--- src/hdl/sdi_pkg.sv ---
`default_nettype none
package sdi_pkg;
    // ********************************************************
    // Register indices (byte address = index * 4)
    // ********************************************************
    localparam logic [9:0] IDX_SUMMARY  = 10'h080;
    localparam logic [9:0] IDX_RANGE    = 10'h081;
    localparam logic [9:0] IDX_BRIDGE   = 10'h082;
    localparam logic [9:0] IDX_EN0      = 10'h073;
    localparam logic [9:0] IDX_EN1      = 10'h074;
    localparam logic [9:0] IDX_CTRL     = 10'h090;
    localparam logic [9:0] IDX_IRQ_STAT = 10'h091;
    localparam logic [9:0] IDX_IRQ_CLR  = 10'h092;
    localparam logic [9:0] IDX_IRQ_EN   = 10'h093;
    // ********************************************************
    // Summary bit positions
    // ********************************************************
    localparam int B_DONE   = 0;
    localparam int B_FTHR   = 1;
    localparam int B_TLOW   = 4;
    localparam int B_THIGH  = 5;
    localparam int B_PLOW   = 6;
    localparam int B_PHIGH  = 7;
    localparam int B_SENSOR = 8;
    localparam int B_CALC   = 9;
    localparam int B_ADC    = 10;
    localparam int B_CRCREG = 12;
    localparam int B_CRCCOM = 13;
    localparam int B_GEN_EN = 14;
    localparam logic [15:0] STICKY_MASK = 16'h30FF;
    // Range detail field bases, channel added (P=0, T1=1, T2=2)
    localparam int R_CALC_OVF = 0;
    localparam int R_CALC_UDF = 3;
    localparam int R_ADC_OVF  = 6;
    localparam int R_ADC_UDF  = 9;
    // Control register bits
    localparam int C_MODE = 0;
    localparam int C_DIAG = 1;
    // ********************************************************
    // Bridge groups, queue codes, reset values, timing
    // ********************************************************
    localparam logic [15:0] GRP_P  = 16'h03FF;
    localparam logic [15:0] GRP_T1 = 16'h1C00;
    localparam logic [15:0] GRP_T2 = 16'hE000;
    localparam logic [23:0] CODE_BRIDGE = 24'hFFFFF9;
    localparam logic [23:0] CODE_FIRST  = 24'hFFFFF8;
    localparam logic [23:0] DATA_MAX    = 24'hFFFFF7;
    localparam logic [15:0] RST_REG     = 16'h0000;
    localparam int CLOCK_MHZ     = 250;
    localparam int CHECK_TIME_NS = 1000;
    localparam int CHECK_CYCLES  = (CHECK_TIME_NS * CLOCK_MHZ + 999) / 1000;
    typedef enum logic [1:0] {
        SDI_IDLE  = 2'b00,
        SDI_CHECK = 2'b01,
        SDI_CONV  = 2'b11
    } sdi_state_t;
    typedef enum logic [1:0] {
        SDI_P = 2'b00, SDI_T1 = 2'b01, SDI_T2 = 2'b10
    } sdi_kind_t;
endpackage
`default_nettype wire

--- src/hdl/sdi_top.sv ---
// Chosen here: the APB slave port.
`default_nettype none
module sdi_top #(
    parameter int CHECK_CYCLES = sdi_pkg::CHECK_CYCLES
) (
    input  wire logic        CLOCK,
    input  wire logic        SYS_RST,
    input  wire logic        PSEL,
    input  wire logic        PENABLE,
    input  wire logic        PWRITE,
    input  wire logic [11:0] PADDR,
    input  wire logic [31:0] PWDATA,
    output logic      [31:0] PRDATA,
    output logic             PREADY,
    output logic             PSLVERR,
    input  wire logic        CONV_START,
    input  wire logic [1:0]  CONV_KIND,
    input  wire logic [15:0] SENSOR_CHK,
    output logic             CONV_GO,
    input  wire logic        CONV_END,
    input  wire logic [2:0]  ADC_OVF,
    input  wire logic [2:0]  ADC_UDF,
    input  wire logic [2:0]  CALC_OVF,
    input  wire logic [2:0]  CALC_UDF,
    input  wire logic [3:0]  THRESH,
    input  wire logic [2:0]  FIFO_FLAGS,
    input  wire logic        CRC_COM_ERR,
    input  wire logic        CRC_REG_ERR,
    input  wire logic        DATA_VALID,
    input  wire logic [1:0]  DATA_KIND,
    input  wire logic [23:0] DATA_IN,
    output logic             QUEUE_VALID,
    output logic      [23:0] QUEUE_WORD,
    output logic             ANALOG_OUT_PIN_HIGH,
    output logic             ANALOG_OUT_PIN_LOW,
    output logic             IRQ
);
    // ********************************************************
    // State
    // ********************************************************
    typedef struct packed {
        sdi_pkg::sdi_state_t st;
        logic [11:0] cnt;
        logic [1:0]  kind;
        logic [15:0] chk_hold;
        logic [15:0] bridge;
        logic [11:0] range;
        logic [15:0] sticky;
        logic [15:0] en0;
        logic [15:0] en1;
        logic [1:0]  ctrl;
        logic [15:0] irq_st;
        logic [15:0] irq_en;
        logic [15:0] sum_q;
        logic [31:0] prdata;
        logic        conv_go;
        logic        qvalid;
        logic [23:0] qword;
        logic        hi;
        logic        lo;
    } sdi_regs_t;

    sdi_regs_t q;
    sdi_regs_t next_q;

    logic [15:0] summary;
    logic [9:0]  idx;
    logic        mapped;
    logic        wr;
    logic        c_sensor;
    logic        c_adc;
    logic        c_calc;
    logic        c_crc;
    logic        c_low;
    logic        c_high;
    logic        gen;

    // Bridge check group that one conversion kind owns
    function automatic logic [15:0] grp(input logic [1:0] k);
        case (k)
            sdi_pkg::SDI_T1: grp = sdi_pkg::GRP_T1;
            sdi_pkg::SDI_T2: grp = sdi_pkg::GRP_T2;
            default:         grp = sdi_pkg::GRP_P;
        endcase
    endfunction

    // ********************************************************
    // Decode and combined flags
    // ********************************************************
    assign idx = PADDR[11:2];
    assign wr  = PSEL && PENABLE && PWRITE && mapped;
    always_comb begin
        if (idx == sdi_pkg::IDX_SUMMARY || idx == sdi_pkg::IDX_RANGE) begin
            mapped = 1'b1;
        end else if (idx == sdi_pkg::IDX_BRIDGE || idx == sdi_pkg::IDX_EN0) begin
            mapped = 1'b1;
        end else if (idx == sdi_pkg::IDX_EN1 || idx == sdi_pkg::IDX_CTRL) begin
            mapped = 1'b1;
        end else if (idx == sdi_pkg::IDX_IRQ_STAT || idx == sdi_pkg::IDX_IRQ_CLR) begin
            mapped = 1'b1;
        end else if (idx == sdi_pkg::IDX_IRQ_EN) begin
            mapped = 1'b1;
        end else begin
            mapped = 1'b0;
        end
    end

    // Grouped bits summarise the detail registers
    always_comb begin
        summary                 = q.sticky & sdi_pkg::STICKY_MASK;
        summary[sdi_pkg::B_SENSOR] = |q.bridge;
        summary[sdi_pkg::B_CALC]   = |q.range[5:0];
        summary[sdi_pkg::B_ADC]    = |q.range[11:6];
    end

    // Clamp conditions; global enable gates them all
    assign gen      = q.ctrl[sdi_pkg::C_DIAG] && q.en0[sdi_pkg::B_GEN_EN];
    assign c_sensor = q.en0[sdi_pkg::B_SENSOR] && summary[sdi_pkg::B_SENSOR];
    assign c_adc    = q.en0[sdi_pkg::B_ADC] && |(q.range[11:6] & q.en1[11:6]);
    assign c_calc   = q.en0[sdi_pkg::B_CALC] && |(q.range[5:0] & q.en1[5:0]);
    assign c_crc    = q.en0[sdi_pkg::B_CRCREG] && summary[sdi_pkg::B_CRCREG];
    assign c_low    = |(q.en0[7:4] & summary[7:4] & 4'h5);
    assign c_high   = |(q.en0[7:4] & summary[7:4] & 4'hA);

    // ********************************************************
    // Next state
    // ********************************************************
    always_comb begin
        logic [15:0] wclr;
        logic [2:0]  ch;
        logic [11:0] fresh;
        logic [11:0] cmask;
        wclr   = PWDATA[15:0];
        ch     = 3'h0;
        fresh  = 12'h000;
        cmask  = 12'h000;
        next_q = q;
        next_q.conv_go = 1'b0;
        next_q.qvalid  = 1'b0;

        // Check period ahead of each conversion, then hold the result
        case (q.st)
            sdi_pkg::SDI_IDLE: begin
                if (CONV_START) begin
                    next_q.st   = sdi_pkg::SDI_CHECK;
                    next_q.cnt  = 12'(CHECK_CYCLES - 1);
                    next_q.kind = CONV_KIND;
                end
            end
            sdi_pkg::SDI_CHECK: begin
                if (q.cnt == 12'h000) begin
                    next_q.st       = sdi_pkg::SDI_CONV;
                    next_q.chk_hold = SENSOR_CHK;
                    next_q.conv_go  = 1'b1;
                end else begin
                    next_q.cnt = q.cnt - 12'h001;
                end
            end
            sdi_pkg::SDI_CONV: begin
                if (CONV_END) begin
                    next_q.st = sdi_pkg::SDI_IDLE;
                end
            end
            default: begin
                next_q.st = sdi_pkg::SDI_IDLE;
            end
        endcase

        // Software clears detail and summary bits by writing ones
        if (wr && idx == sdi_pkg::IDX_BRIDGE) begin
            next_q.bridge = q.bridge & ~wclr;
        end
        if (wr && idx == sdi_pkg::IDX_RANGE) begin
            next_q.range = q.range & ~wclr[11:0];
        end
        if (wr && idx == sdi_pkg::IDX_SUMMARY) begin
            next_q.sticky = q.sticky & ~wclr;
        end

        // Conversion end folds fresh results into the detail registers;
        // hardware update wins over a clear in the same cycle
        if (q.st == sdi_pkg::SDI_CONV && CONV_END) begin
            ch    = 3'h1 << q.kind;
            fresh = {ADC_UDF & ch, ADC_OVF & ch, CALC_UDF & ch, CALC_OVF & ch};
            cmask = {ch, ch, ch, ch};
            if (!q.ctrl[sdi_pkg::C_MODE]) begin
                next_q.bridge = next_q.bridge | (q.chk_hold & grp(q.kind));
                next_q.range  = next_q.range | fresh;
            end else begin
                next_q.bridge = (next_q.bridge & ~grp(q.kind))
                              | (q.chk_hold & grp(q.kind));
                next_q.range  = (next_q.range & ~cmask) | fresh;
            end
            next_q.sticky[sdi_pkg::B_DONE] = 1'b1;
        end

        // Level events latch into the summary
        next_q.sticky[sdi_pkg::B_PHIGH:sdi_pkg::B_FTHR] =
            next_q.sticky[sdi_pkg::B_PHIGH:sdi_pkg::B_FTHR] | {THRESH, FIFO_FLAGS};
        next_q.sticky[sdi_pkg::B_CRCREG] = next_q.sticky[sdi_pkg::B_CRCREG] | CRC_REG_ERR;
        next_q.sticky[sdi_pkg::B_CRCCOM] = next_q.sticky[sdi_pkg::B_CRCCOM] | CRC_COM_ERR;

        // Enables and control
        if (wr && idx == sdi_pkg::IDX_EN0) begin
            next_q.en0 = PWDATA[15:0];
        end
        if (wr && idx == sdi_pkg::IDX_EN1) begin
            next_q.en1 = PWDATA[15:0];
        end
        if (wr && idx == sdi_pkg::IDX_CTRL) begin
            next_q.ctrl = PWDATA[1:0];
        end
        if (wr && idx == sdi_pkg::IDX_IRQ_EN) begin
            next_q.irq_en = PWDATA[15:0];
        end

        // Interrupt status: rising summary bits, set beats clear
        next_q.sum_q  = summary;
        next_q.irq_st = q.irq_st;
        if (wr && idx == sdi_pkg::IDX_IRQ_CLR) begin
            next_q.irq_st = q.irq_st & ~wclr;
        end
        next_q.irq_st = next_q.irq_st | (summary & ~q.sum_q);

        // Queue words: bridge error code, else keep clear of top codes
        if (DATA_VALID) begin
            next_q.qvalid = 1'b1;
            if ((q.bridge & grp(DATA_KIND)) != sdi_pkg::RST_REG) begin
                next_q.qword = sdi_pkg::CODE_BRIDGE;
            end else if (DATA_IN >= sdi_pkg::CODE_FIRST) begin
                next_q.qword = sdi_pkg::DATA_MAX;
            end else begin
                next_q.qword = DATA_IN;
            end
        end

        // Analog clamp, highest priority first
        next_q.hi = 1'b0;
        next_q.lo = 1'b0;
        if (gen) begin
            if (c_sensor || c_adc || c_crc) begin
                next_q.lo = 1'b1;
            end else if (c_calc) begin
                next_q.hi = 1'b1;
            end else if (c_low) begin
                next_q.lo = 1'b1;
            end else if (c_high) begin
                next_q.hi = 1'b1;
            end
        end

        // Read data captured in the setup cycle
        if (PSEL && !PENABLE) begin
            next_q.prdata = 32'h00000000;
            if (idx == sdi_pkg::IDX_SUMMARY) begin
                next_q.prdata[15:0] = summary;
            end else if (idx == sdi_pkg::IDX_RANGE) begin
                next_q.prdata[11:0] = q.range;
            end else if (idx == sdi_pkg::IDX_BRIDGE) begin
                next_q.prdata[15:0] = q.bridge;
            end else if (idx == sdi_pkg::IDX_EN0) begin
                next_q.prdata[15:0] = q.en0;
            end else if (idx == sdi_pkg::IDX_EN1) begin
                next_q.prdata[15:0] = q.en1;
            end else if (idx == sdi_pkg::IDX_CTRL) begin
                next_q.prdata[1:0] = q.ctrl;
            end else if (idx == sdi_pkg::IDX_IRQ_STAT) begin
                next_q.prdata[15:0] = q.irq_st;
            end else if (idx == sdi_pkg::IDX_IRQ_EN) begin
                next_q.prdata[15:0] = q.irq_en;
            end
        end
    end

    // ********************************************************
    // Registers
    // ********************************************************
    always_ff @(posedge CLOCK) begin
        if (SYS_RST) begin
            q <= '0; // diag enable and every enable start at zero
        end else begin
            q <= next_q;
        end
    end

    // Zero wait states: read data was captured in the setup cycle
    assign PREADY              = 1'b1;
    assign PSLVERR             = PSEL && PENABLE && !mapped;
    assign PRDATA              = q.prdata;
    assign CONV_GO             = q.conv_go;
    assign QUEUE_VALID         = q.qvalid;
    assign QUEUE_WORD          = q.qword;
    assign ANALOG_OUT_PIN_HIGH = q.hi;
    assign ANALOG_OUT_PIN_LOW  = q.lo;
    assign IRQ                 = |(q.irq_st & q.irq_en);

    // ********************************************************
    // Assertions
    // ********************************************************
    localparam int A_CHK = CHECK_CYCLES;
endmodule
`default_nettype wire

--- config.mk ---
export PLATFORM = sky130hd
export DESIGN_NAME = sdi_top
export DESIGN_NICKNAME = d
export VERILOG_FILES = /design/src/hdl/sdi_pkg.sv /design/src/hdl/sdi_top.sv
export SDC_FILE = /design/constraint.sdc
export NUM_CORES = 1
export LEC_CHECK = 0
export BUFFER_PORTS_ARGS = -buffer_cell sky130_fd_sc_hd__buf_2
export CAP_MARGIN = 20
export CORE_UTILIZATION = 45
export CTS_BUF_LIST = sky130_fd_sc_hd__clkbuf_8 sky130_fd_sc_hd__clkbuf_16
export DETAILED_ROUTE_END_ITERATION = 6
export PLACE_DENSITY = 0.67
export SYNTH_ARGS = -nofsm -noshare
export SYNTH_HDL_FRONTEND = slang
export SYNTH_SLANG_ARGS = --single-unit
--- constraint.sdc ---
create_clock -name CLOCK -period 4.3 [get_ports CLOCK]
set_input_delay 0 -clock CLOCK [delete_from_list [all_inputs] [get_ports CLOCK]]
set_output_delay 0 -clock CLOCK [all_outputs]
set_load 0.01 [all_outputs]
==> flow_summary.json <==
{
  "status": "finished, final reports clean",
  "areaGrowthSynthToFinish_pct": 21.7,
  "finalCritPeriodShare": 0.593,
  "hold_slack_ps": 62.6,
  "diodes": 0,
  "grt_overflow": 0,
  "multi_input_area_um2": 4590,
  "p_clk_frac": 0.400,
  "seqPwrFrac": 0.478,
  "cts_made_buffers": 17,
  "cap_violations": 0,
  "r2r.worst_path.cells": 5,
  "clk_pin_slew_ps": 70,
  "drtIter0Drc": 1072,
  "grt_max_degree": 81,
  "antenna_left": 0,
  "syn-cell-area_um2": 9190,
  "avgRoutedWirePerCell_um": 20.0,
  "port-buffer-count": 144,
  "grtUsageTotal": 0.295,
  "cts_tree": "built",
  "dr_total_vias": 9041,
  "grt_pass1_vias": 7969,
  "cts_sinks": 193,
  "n_fill_cell": 1817,
  "slew_viol_final": 0,
  "htree_levels": 4,
  "hold_class": "in2reg",
  "clock_latency_ps": 440,
  "firstDrtPassIters": 5,
  "slew_headroom": 0.385,
  "coreArea_um2": 19700,
  "antenna_found_initial": 0,
  "dpl.hpwl_mm": 20.8,
  "crit_path_end_kind": "register",
  "synth.avg_cell_area_um2": 8.26,
  "p_leak_nw": 4.24,
  "ys_warn_count": 0,
  "clockRootBuffer": "clkbuf_16",
  "synth_cells": 1112,
  "p_int_mw": 2.93,
  "rsz0062_at_grt": "false",
  "synth_edf_count": 0,
  "synth_seq_area_share": 0.421,
  "powerDensity_nw_per_um2": 356,
  "clock.fmax_ghz": 0.392,
  "max-vdd-ir-drop_mv": 0.240,
  "drc": 0,
  "fin_nets": 1396,
  "cp-start-kind": "input port",
  "timing.setup.tns_ps": 0,
  "std_cell_rows": 51,
  "combinationalPowerShare": 0.122,
  "tightest_slew_ps": 917,
  "min_path_cells": 2,
  "die-area_um2": 21000,
  "swShare": 0.263,
  "synthArstFlopShare": 0,
  "routed_via_density": 5.85,
  "arrival_ps": 2850,
  "cts_setup_buffers": 0,
  "initial_core_util": 0.466,
  "hold_violations": 0,
  "setup_violations": 0,
  "r2r_slack_ps": 1940,
  "die_w_um": 145,
  "clockBufferDepth": 2,
  "ff_latch_area_um2": 3860,
  "finalWirelength_mm": 30.9,
  "path_class": "in2reg",
  "fin_crit_ps": 2550,
  "synth-main-ff-cell": "dfxtp_1",
  "switching_power_mw": 1.05,
  "skew_ps": 8.72,
  "cp.required_ps": 4600,
  "synth.distinct_cells": 70,
  "gp_congestion": 0.952,
  "pin_count": 180,
  "drive_above_1_share": 0.176,
  "cp_max_fo": 34,
  "grt_pass1_wl_mm": 45.7,
  "die_y_um": 145,
  "yosys_register_bits": 193
}
metrics by stage:
| stage | cells | setup WS, ps | util | total power [mW] | area [um2] |
|---|---|---|---|---|---|
| final | 1546 | 1750 | 0.567 | 3.98 | 11200 |
| after global routing | 1546 | 1600 | 0.567 | 4.13 | 11200 |
| after CTS | 1544 | 1900 | 0.566 | 3.98 | 11200 |
| after detailed placement | 1420 | 1650 | 0.489 | 2.35 | 9640 |
| after global placement | 1419 | 1660 | 0.488 | 2.34 | 9630 |
| after floorplan | 1127 | 2380 | - | 2.21 | 9240 |
power groups by stage:
stage / clock network, mW / registers, mW / logic (mW)
finish: 1.59 / 1.90 / 0.486
global route: 1.69 / 1.91 / 0.529
CTS: 1.61 / 1.90 / 0.476
detailed placement: 0 / 1.94 / 0.407
global placement: 0 / 1.94 / 0.403
floorplan: 0 / 1.92 / 0.291
synth_stat cells (all sizes together) (17+ instances only):
cell type,n,area [um2]
nand2,213,800
dfxtp,193,3860
a21oi,124,621
nor2,84,318
buf,76,541
clkbuf,48,180
o21ai,27,135
nor2b,26,163
nand3,23,115
a32o,21,210
o221a,21,236
nor4,20,176
inv,19,71.3
a22oi,17,128
a32oi,17,149
nor3,17,100
per-layer routing:
| metal | track usage | share of wire |
|---|---|---|
| met2 | 0.470 | 0.45 |
| met3 | 0.0451 | 0.081 |
| met5 | 0 | 0 |
| met1 | 0.399 | 0.43 |
| met4 | 0.115 | 0.032 |
state kept, by name (all words and copies together) (netlist names):
name                 count
PRDATA                  16
ANALOG_OUT_PIN_LOW       1
QUEUE_WORD              24
next_q                  10
CONV_GO                  1
ANALOG_OUT_PIN_HIGH      1
q                      139
QUEUE_VALID              1
logic make-up (layout without fill, tap and decap cells):
kind of cell,count (synthesis),count (layout),share of synthesized area
buffers and inverters,143,297,0.0862
AO/OA/AOI/OAI,289,289,0.216
adder cells (fa/ha/maj),8,8,0.0109
other,2,17,0.000818
multiplexers,19,19,0.0211
XOR/XNOR,7,7,0.00667
AND/OR/NAND/NOR,451,451,0.238
flip-flops,193,193,0.421
final cells by class:
class	instances	share of cell area
Clock buffer	18	0.0393
Inverter	19	0.00638
Tap cell	265	0.0297
Timing Repair Buffer	249	0.157
Clock inverter	11	0.0118
Multi-Input combinational cell	791	0.410
Sequential cell	193	0.346
final timing paths:
path	startpoint	endpoint
worst max-delay path	PADDR[2]	q[160]
worst min-delay path	DATA_VALID	QUEUE_VALID
worst max register to register	q[206]	q[201]
worst min register to register	q[106]	q[106]
critical path, stage by stage:
cell,delay [ps]
buf_2,520
or4b_2,680
nor4_4,650
nand2_1,140
a32oi_1,230
dlygate4sd3_1,570
nor2_1,40
placed cells by master (no fill, tap or decap), types with 17 or more instances in the layout:
cell type,count
o21ai_0,22
a22oi_1,17
conb_1,17
inv_1,20
a32oi_1,17
nand2_1,213
nor2_1,83
dfxtp_1,193
buf_2,144
clkbuf_16,17
dlygate4sd3_1,95
a21oi_1,124
a32o_1,21
nand3_1,23
nor2b_1,26
o221a_2,21
repair_timing:
action | CTS | global route
hold buffers | 95 | 0
hold endpoints to repair | 133 | 0
resized for setup | 0 | 0
Note: power is estimated with default switching activity, not from simulation.
